==> config.mk <==
export PLATFORM = sky130hd
export DESIGN_NAME = acc_top
export DESIGN_NICKNAME = d
export VERILOG_FILES = /design/src/shared/acc_pkg.sv /design/src/verilog/acc_top.sv /design/src/verilog/acc_channel.sv
export SDC_FILE = /design/constraint.sdc
export NUM_CORES = 1
export LEC_CHECK = 0
export ABC_AREA = 1
export BUFFER_PORTS_ARGS = -buffer_cell sky130_fd_sc_hd__buf_2
export CORE_UTILIZATION = 44
export CTS_CLUSTER_SIZE = 28
export DETAILED_ROUTE_END_ITERATION = 7
export HOLD_SLACK_MARGIN = 0.12
export PLACE_DENSITY = 0.89
export SLEW_MARGIN = 0
export SYNTH_ARGS = -nofsm -noshare
export SYNTH_HDL_FRONTEND = slang
export SYNTH_SLANG_ARGS = --single-unit
export TNS_END_PERCENT = 1
==> constraint.sdc <==
create_clock -name clk_i -period 1.2 [get_ports clk_i]
set_input_delay 0 -clock clk_i [delete_from_list [all_inputs] [get_ports clk_i]]
set_output_delay 0 -clock clk_i [all_outputs]
set_load 0.02 [all_outputs]
==> src/shared/acc_pkg.sv <==
// Purpose: Shared constants for the analog comparator control block
// Assumes: Two comparator channels, instruction-cycle enable made by the acc_top ring divider from clk_i
// Notes:   Channel select codes and mirror bit positions
package acc_pkg;
  localparam int unsigned NUM_CMP = 2;
  localparam int unsigned SEL_W   = 3;
  localparam int unsigned OUT_W   = 8;
  // Positive channel codes
  localparam logic [2:0] PCH_PIN0 = 3'h0;
  localparam logic [2:0] PCH_DAC  = 3'h5;
  localparam logic [2:0] PCH_FVR  = 3'h6;
  localparam logic [2:0] PCH_GND  = 3'h7;
  // Negative channel codes
  localparam logic [2:0] NCH_PIN3 = 3'h3;
  localparam logic [2:0] NCH_FVR  = 3'h6;
  localparam logic [2:0] NCH_GND  = 3'h7;
  // Analog mux one-hot selects
  localparam int unsigned PSEL_W = 4;
  localparam int unsigned NSEL_W = 6;
  localparam int unsigned NSEL_FVR = 4;
  localparam int unsigned NSEL_GND = 5;
  localparam int unsigned PSEL_PIN = 0;
  localparam int unsigned PSEL_DAC = 1;
  localparam int unsigned PSEL_FVR = 2;
  localparam int unsigned PSEL_GND = 3;
  // Mirror register bits
  localparam int unsigned MIR_C1_BIT = 0;
  localparam int unsigned MIR_C2_BIT = 1;
endpackage

==> src/verilog/acc_top.sv <==
// Purpose: Two-channel analog comparator control and output logic
// Assumes: Control bits are plain ports; analog results arrive asynchronously
// Notes:   Timer source clock and results pass a two-flop synchroniser
`timescale 1ns/10ps
// Contract
// - Comparator works only while enabled; disabled means analog core off.
// - Result readable in channel status bit and in shared mirror register.
// - Internal result latched once each instruction cycle.
// - External outputs always skip the cycle latch; sync mode uses the timer-edge latch instead.
// - Polarity 0 passes vp greater than vn as 1; polarity 1 inverts.
// - Hysteresis enable adds separation voltage; clear removes it.
// - Result is a gate source for the gate timer.
// - Sync set latches output on timer source clock falling edge.
// - Rise and fall detectors set flag when matching enable is set.
// - Flag cleared only by software; simultaneous edge leaves it set.
// - Toggling polarity or enable while off still makes an edge.
// - Positive select routes pin, DAC, fixed reference or ground.
// - Enable 0 disconnects all inputs regardless of selects.
// - Negative select routes pins, fixed reference or analog ground.
// - Analog-configured pins read 0 in port reads.
// - Active output with shutdown source enable suspends waveform generator.
// - Positive codes 000 pin, 101 DAC, 110 reference, 111 ground.
// - Negative codes 000-011 pins, 110 reference, 111 ground, others open.
// - Mirror register bit1 comparator 2, bit0 comparator 1, rest zero.
// - Sync clear passes output to timer and pin unlatched.
module acc_top #(
  parameter int unsigned ICYC_DIV = 4,   // System clocks per instruction cycle
  parameter int unsigned PORT_W   = 8    // Port width for read masking
) (
  input  wire logic              clk_i,             // 25 MHz clock
  input  wire logic              srst_i,            // Sync reset, high
  input  wire logic [1:0]        cmp_enable_i,      // Per-channel enable
  input  wire logic [1:0]        cmp_invert_i,      // Per-channel polarity
  input  wire logic [1:0]        cmp_hysteresis_en_i, // Hysteresis enable
  input  wire logic [1:0]        cmp_sync_en_i,     // Sync to gate timer
  input  wire logic [1:0]        rise_edge_irq_en_i, // Rise edge enable
  input  wire logic [1:0]        fall_edge_irq_en_i, // Fall edge enable
  input  wire logic [5:0]        pos_channel_sel_i, // {c2,c1} positive selects
  input  wire logic [5:0]        neg_channel_sel_i, // {c2,c1} negative selects
  input  wire logic [1:0]        cmp_raw_i,         // Async analog results
  input  wire logic              gate_timer_clk_i,  // Gate timer source clock
  input  wire logic [1:0]        flag_clr_i,        // Software flag clear pulse
  input  wire logic [1:0]        shutdown_source_en_i, // Shutdown source enables
  input  wire logic [PORT_W-1:0] port_pins_i,       // Port pin levels
  input  wire logic [PORT_W-1:0] analog_select_i,   // Analog pin selects
  output logic      [7:0]        pos_conn_o,        // {c2,c1} positive switches
  output logic      [11:0]       neg_conn_o,        // {c2,c1} negative switches
  output logic      [1:0]        analog_on_o,       // Analog core power
  output logic      [1:0]        hyst_on_o,         // Hysteresis switches
  output logic      [1:0]        cmp_result_o,      // Status result bits
  output logic      [7:0]        shared_result_reg_o, // Mirror register
  output logic      [1:0]        cmp_ext_o,         // To timer gate and pin
  output logic      [1:0]        cmp_irq_flag_o,    // Interrupt flags
  output logic                   waveform_shutdown_o, // Shutdown request
  output logic      [PORT_W-1:0] port_read_o        // Port read data
);
  logic [ICYC_DIV-1:0] div_reg;
  logic                icyc_tick;
  logic [1:0]          raw_s1_reg;
  logic [1:0]          raw_s2_reg;
  logic [2:0]          tclk_reg;
  logic                tmr_fall;
  logic [PORT_W-1:0]   pin_s1_reg;
  logic [PORT_W-1:0]   pin_s2_reg;
  logic [PORT_W-1:0]   port_reg;
  logic [1:0]          result_w;

  ////////////////////////////////////////////////////////////////////////////
  // Ring divider gives a one-cycle instruction tick
  always_ff @(posedge clk_i) begin
    if (srst_i) begin
      div_reg <= {{(ICYC_DIV-1){1'b0}}, 1'b1};
    end else begin
      div_reg <= {div_reg[ICYC_DIV-2:0], div_reg[ICYC_DIV-1]};
    end
  end
  assign icyc_tick = div_reg[ICYC_DIV-1];

  // Analog results and pins are outside the clock domain
  always_ff @(posedge clk_i) begin
    if (srst_i) begin
      raw_s1_reg <= 2'h0;
      raw_s2_reg <= 2'h0;
      pin_s1_reg <= '0;
      pin_s2_reg <= '0;
    end else begin
      raw_s1_reg <= cmp_raw_i;
      raw_s2_reg <= raw_s1_reg;
      pin_s1_reg <= port_pins_i;
      pin_s2_reg <= pin_s1_reg;
    end
  end

  // Timer clock: two sync flops, third for falling edge detect
  always_ff @(posedge clk_i) begin
    if (srst_i) begin
      tclk_reg <= 3'h0;
    end else begin
      tclk_reg <= {tclk_reg[1:0], gate_timer_clk_i};
    end
  end
  assign tmr_fall = tclk_reg[2] & ~tclk_reg[1];

  ////////////////////////////////////////////////////////////////////////////
  genvar g;
  generate
    for (g = 0; g < acc_pkg::NUM_CMP; g++) begin : g_ch
      acc_channel u_ch (
        .clk_i       (clk_i),
        .srst_i      (srst_i),
        .icyc_tick_i (icyc_tick),
        .tmr_fall_i  (tmr_fall),
        .enable_i    (cmp_enable_i[g]),
        .invert_i    (cmp_invert_i[g]),
        .hyst_i      (cmp_hysteresis_en_i[g]),
        .sync_i      (cmp_sync_en_i[g]),
        .rise_en_i   (rise_edge_irq_en_i[g]),
        .fall_en_i   (fall_edge_irq_en_i[g]),
        .pos_sel_i   (pos_channel_sel_i[g*3 +: 3]),
        .neg_sel_i   (neg_channel_sel_i[g*3 +: 3]),
        .raw_i       (raw_s2_reg[g]),
        .flag_clr_i  (flag_clr_i[g]),
        .pos_conn_o  (pos_conn_o[g*4 +: 4]),
        .neg_conn_o  (neg_conn_o[g*6 +: 6]),
        .analog_on_o (analog_on_o[g]),
        .hyst_on_o   (hyst_on_o[g]),
        .result_o    (result_w[g]),
        .ext_out_o   (cmp_ext_o[g]),
        .flag_o      (cmp_irq_flag_o[g])
      );
    end
  endgenerate

  assign cmp_result_o = result_w;

  always_comb begin
    shared_result_reg_o = 8'h00;
    shared_result_reg_o[acc_pkg::MIR_C1_BIT] = result_w[0];
    shared_result_reg_o[acc_pkg::MIR_C2_BIT] = result_w[1];
  end

  // Shutdown is combinational so suspension is immediate
  assign waveform_shutdown_o = |(cmp_ext_o & shutdown_source_en_i);

  ////////////////////////////////////////////////////////////////////////////
  always_ff @(posedge clk_i) begin
    if (srst_i) begin
      port_reg <= '0;
    end else begin
      port_reg <= pin_s2_reg & ~analog_select_i;
    end
  end
  assign port_read_o = port_reg;

  mirror_bits_a: assert property (@(posedge clk_i) disable iff (srst_i)
    shared_result_reg_o == {6'h00, cmp_result_o}) else $error("mirror mismatch");
  shutdown_a: assert property (@(posedge clk_i) disable iff (srst_i)
    (cmp_ext_o[0] & shutdown_source_en_i[0]) |-> waveform_shutdown_o)
    else $error("no shutdown");
  analog_zero_a: assert property (@(posedge clk_i) disable iff (srst_i)
    ##1 (port_read_o & $past(analog_select_i)) == '0) else $error("analog pin read");
  tick_period_a: assert property (@(posedge clk_i) disable iff (srst_i)
    icyc_tick |=> ~icyc_tick [*3] ##1 icyc_tick) else $error("tick period");
endmodule

==> src/verilog/acc_channel.sv <==
// Purpose: One comparator channel: select decode, polarity, latch, sync, edges
// Assumes: raw_i is already synchronised to clk_i
// Notes:   Tick inputs are one-cycle enables on clk_i
`timescale 1ns/10ps
module acc_channel (
  input  wire logic       clk_i,        // System clock
  input  wire logic       srst_i,       // Sync reset
  input  wire logic       icyc_tick_i,  // Instruction cycle enable
  input  wire logic       tmr_fall_i,   // Gate timer source falling edge
  input  wire logic       enable_i,     // Comparator enable
  input  wire logic       invert_i,     // Output polarity
  input  wire logic       hyst_i,       // Hysteresis enable
  input  wire logic       sync_i,       // Sync to timer clock
  input  wire logic       rise_en_i,    // Rise edge enable
  input  wire logic       fall_en_i,    // Fall edge enable
  input  wire logic [2:0] pos_sel_i,    // Positive channel select
  input  wire logic [2:0] neg_sel_i,    // Negative channel select
  input  wire logic       raw_i,        // Analog result, vp > vn
  input  wire logic       flag_clr_i,   // Software flag clear
  output logic      [3:0] pos_conn_o,   // Positive input switches
  output logic      [5:0] neg_conn_o,   // Negative input switches
  output logic            analog_on_o,  // Analog core powered
  output logic            hyst_on_o,    // Hysteresis switch
  output logic            result_o,     // Software visible result
  output logic            ext_out_o,    // To timer, pin, shutdown
  output logic            flag_o        // Interrupt flag
);
  logic pol_val;
  logic lat_reg;
  logic prev_reg;
  logic sync_reg;
  logic flag_reg;
  logic rise_evt;
  logic fall_evt;

  // Disabled core gives 0, so polarity still toggles output
  assign pol_val     = (enable_i & raw_i) ^ invert_i;
  assign analog_on_o = enable_i;
  assign hyst_on_o   = enable_i & hyst_i;

  always_comb begin
    pos_conn_o = '0;
    neg_conn_o = '0;
    if (enable_i) begin
      unique case (pos_sel_i)
        acc_pkg::PCH_PIN0: pos_conn_o[acc_pkg::PSEL_PIN] = 1'b1;
        acc_pkg::PCH_DAC:  pos_conn_o[acc_pkg::PSEL_DAC] = 1'b1;
        acc_pkg::PCH_FVR:  pos_conn_o[acc_pkg::PSEL_FVR] = 1'b1;
        acc_pkg::PCH_GND:  pos_conn_o[acc_pkg::PSEL_GND] = 1'b1;
        default:           pos_conn_o = '0;
      endcase
      if (neg_sel_i <= acc_pkg::NCH_PIN3) begin
        neg_conn_o[neg_sel_i[1:0]] = 1'b1;
      end else if (neg_sel_i == acc_pkg::NCH_FVR) begin
        neg_conn_o[acc_pkg::NSEL_FVR] = 1'b1;
      end else if (neg_sel_i == acc_pkg::NCH_GND) begin
        neg_conn_o[acc_pkg::NSEL_GND] = 1'b1;
      end
    end
  end

  ////////////////////////////////////////////////////////////////////////////
  always_ff @(posedge clk_i) begin
    if (srst_i) begin
      lat_reg  <= 1'b0;
      prev_reg <= 1'b0;
    end else if (icyc_tick_i) begin
      lat_reg  <= pol_val;
      prev_reg <= lat_reg;
    end
  end

  always_ff @(posedge clk_i) begin
    if (srst_i) begin
      sync_reg <= 1'b0;
    end else if (tmr_fall_i) begin
      sync_reg <= pol_val;
    end
  end

  // Unsynchronised path bypasses the cycle latch
  assign ext_out_o = sync_i ? sync_reg : pol_val;
  assign result_o  = sync_i ? sync_reg : lat_reg;

  assign rise_evt = icyc_tick_i & (lat_reg & ~prev_reg) & rise_en_i;
  assign fall_evt = icyc_tick_i & (~lat_reg & prev_reg) & fall_en_i;

  always_ff @(posedge clk_i) begin
    if (srst_i) begin
      flag_reg <= 1'b0;
    end else if (rise_evt | fall_evt) begin
      flag_reg <= 1'b1;
    end else if (flag_clr_i) begin
      flag_reg <= 1'b0;
    end
  end
  assign flag_o = flag_reg;

  flag_set_a: assert property (@(posedge clk_i) disable iff (srst_i)
    (rise_evt | fall_evt) |=> flag_reg) else $error("edge did not set flag");
  set_wins_a: assert property (@(posedge clk_i) disable iff (srst_i)
    (flag_clr_i & rise_evt) |=> flag_reg) else $error("clear beat edge");
  flag_hold_a: assert property (@(posedge clk_i) disable iff (srst_i)
    (flag_reg & ~flag_clr_i) |=> flag_reg) else $error("flag dropped");
  latch_tick_a: assert property (@(posedge clk_i) disable iff (srst_i)
    ~icyc_tick_i |=> $stable(lat_reg)) else $error("latch moved off tick");
  inputs_off_a: assert property (@(posedge clk_i) disable iff (srst_i)
    ~enable_i |-> (pos_conn_o == '0 && neg_conn_o == '0)) else $error("input on");
  async_path_a: assert property (@(posedge clk_i) disable iff (srst_i)
    ~sync_i |-> ext_out_o == ((enable_i & raw_i) ^ invert_i)) else $error("async bad");
  sync_hold_a: assert property (@(posedge clk_i) disable iff (srst_i)
    (sync_i & ~tmr_fall_i) |=> (~sync_i || $stable(ext_out_o))) else $error("sync moved");
  // A rise leaves prev high, so the same transition cannot fire again
  edge_once_a: assert property (@(posedge clk_i) disable iff (srst_i)
    rise_evt |=> prev_reg) else $error("edge flagged twice");
endmodule

==> summary.md <==
| Metric | Value |
|---|---|
| Outcome | completed |
| Post-Syn Instances | 238 |
| ANT cells | 0 |
| Site row count | 22 |
| Chip width | 64.9 µm |
| Leak | 0.00149 µW |
| Final Wtd Congestion | 0.791 |
| Cell mode on critical path | nand2_2 |
| Worst Path Buf+Inv | 1 |
| Total setup buffers inserted after CTS | 0 |
| Vias | 1,792 |
| Distinct cells, synth | 17 |
| Total Die Area | 4210 µm² |
| Fillers | 290 |
| Syn avg cell area | 7.32 µm² |
| First-pass GRT wire length | 6.76 mm |
| Mapped Area | 1740 µm² |
| Num ports | 96 |
| Worst Path Max Fanout | 3 |
| Number of global-route vias before repair | 1,590 |
| Clock skew | 0.00673 ns |
| Htree depth | 2 |
| Overflow after GRT | 0 |
| Register area | 863 µm² |
| Multi-input gate area | 551 µm² |
| Max rail drop VDD | 712 µV |
| R2r startpoint | div_reg[3] |
| I/O Buffers | 89 |
| Area delta synth->final | 53.2% |
| Clock Path Buffers | 2 |
| Num CTS Buffers | 5 |
| Die Ht | 64.9 µm |
| Crit start category | flip-flop |
| Remaining antenna violation count | 0 |
| DRC | 0 |
| Starting Density | 46.9% |
| Setup violators final | 0 |
| Arrival time at the worst endpoint | 1.20 ns |
| WP data required | 1.20 ns |
| Register area share after synthesis | 49.4% |
| Setup_tns | 0 ns |
| CTS Root Cell | clkbuf_8 |
| DPL Wire Length | 2.61 mm |
| Violation count after the first detailed-route iteration | 96 |
| Slowest cell on crit path | dfxtp_2 |
| Max-slew violations | 0 |
| TritonCTS clock tree | done |
| Global Route Usage Sum | 21.2% |
| Period minus WS final | 1.20 ns |
| Routed length on met2 | 2.49 mm |
| Top sig layer | met4 |
| Met1 wire length | 1.66 mm |
| Core ar. | 3720 µm² |
| Dpl cell area | 2120 µm² |
| P per Cell Area | 1150 nW/µm² |
| Clk pin slew, worst setup/hold paths | 0.08 ns |
| Fmax | 836 MHz |
| Critical path capture point type | output port |
| # nets final | 409 |
| Placed Cells | 359 |
| CP cell instances | nand2_1, nand2_1, nand2_2, nand2_2, nand2_2, nand2_2, nand2_1, buf_4 |
| Critical path class | reg2out |
| HP Class | in2reg |
| Largest net degree at the start of global routing | 15 |
| Syn. warnings | 0 |
| Hold_ws | 0.145 ns |
| Fin. Hold Viols | 0 |
| Final Cell Area | 2670 µm² |
| Final design utilization | 71.8% |
| Max_cap viols | 0 |
| Reg2Reg Setup Slack | 0.28 ns |
| Min-delay src | cmp_invert_i[1] |
| Post-route insts no fill | 409 |
| Crit-path max cell delay | 0.33 ns |
| Vias per inst | 4.38 |
| Latest clock arrival within the worst-skew pair | 0.29 ns |
| Share of layout cells above drive strength 1 | 30.7% |
| Number of synthesized register bits | 43 |
| First-pass iteration count of the detailed router | 4 |
| Setup repair after global routing missed its margin | true |
| Routed length per placed instance | 10.7 µm |
| Clk sinks | 43 |
| Initial antenna violation count | 0 |
| DRT Wirelength | 4.36 mm |
| DR WL met3 | 157 µm |
| Final period util | 99.7% |
| Largest delay share family, worst path | simple AND/OR/NAND/NOR gates |
| Crit path from | raw_s2_reg[0] |
[placed cells by master (no fill, tap or decap)]
master          n
nand3_1        12
bufinv_16       1
buf_4           3
conb_1          6
nor3_1          6
clkinv_4        1
o21ai_0         3
dfxtp_1        41
o21ai_1         1
or2_1           1
nor2_1         46
o21ai_2         4
nand2_1        31
dlygate4sd3_1  42
nand2_2         5
a21oi_1         2
nor4_1          2
inv_1          53
buf_2          88
dfxtp_2         2
clkbuf_8        5
nand4_1         4
clkinv_2        1
or2_4           1
[path summary, 6_finish.rpt]
check                               to  depth (start not counted)
setup reg to reg   g_ch[0].u_ch.flag_o                          4
hold / removal    g_ch[1].u_ch.lat_reg                          6
hold reg to reg          raw_s2_reg[0]                          2
setup / recovery   waveform_shutdown_o                          8
[routing by layer]
metal	vias to the layer above	GRT usage [%]
met5	-	0
met4	0	7.78
met3	4	3.52
met2	54	43.0
met1	812	20.9
li1	922	-
[report_power, final]
part | total, µW | switching [µW] | internal [µW]
combinational | 464 | 241 | 223
clock | 1110 | 488 | 620
sequential | 1490 | 18.1 | 1480
[what timing repair did]
item | 4_1_cts | 5_1_grt
hold buffers | 42 | 0
gates resized for setup | 3 | 5
endpoints found under the hold margin | 32 | 0
setup endpoints to repair | 1 | 3
pin swaps | 0 | 2
[Yosys cell counts]
| cell type | count | area, µm² |
|---|---|---|
| o21ai_0 | 4 | 20.0 |
| conb_1 | 1 | 3.75 |
| o21ai_2 | 4 | 35.0 |
| or2_4 | 1 | 8.76 |
| nor3_1 | 6 | 30.0 |
| nand2_1 | 35 | 131 |
| nand2_2 | 1 | 6.26 |
| inv_1 | 53 | 199 |
| dfxtp_1 | 43 | 861 |
| a21oi_1 | 2 | 10.0 |
| buf_4 | 18 | 135 |
| buf_2 | 5 | 25.0 |
| nor2_1 | 46 | 173 |
| nand3_1 | 12 | 60.1 |
| or2_1 | 1 | 6.26 |
| nor4_1 | 2 | 12.5 |
| nand4_1 | 4 | 25.0 |
[stage by stage]
stage                     total power, µW  setup WS, ns
final                                3070       0.00362
after global routing                 3200       -0.0658
after CTS                            3060       0.00629
after detailed placement             1870         0.301
after global placement               1860         0.354
after floorplan                      1750         0.340
[worst register-to-register path, delay by kind of cell, from the launching register on]
kind / cells / cell delay (ns)
buffers and inverters: 1 / 0.07
DFF: 1 / 0.49
and+or+nand+nor: 3 / 0.32
[cells by family after synthesis]
kind of cell,count (synthesis),synth area share (%)
buffers and inverters,76,20.6
flip-flops,43,49.4
other,1,0.215
AND/OR/NAND/NOR,108,26.0
AO/OA/AOI/OAI,10,3.74
[area by class of cell]
class	instances	share of cell area (%)
repair buffers	133	33.1
flip-flops and latches	43	32.3
multi-input cells	124	20.6
inverters	53	7.45
clock buffers	5	2.58
well taps	48	2.25
clock inverters	3	1.64
No activity file was read; power rests on OpenSTA's default activity.
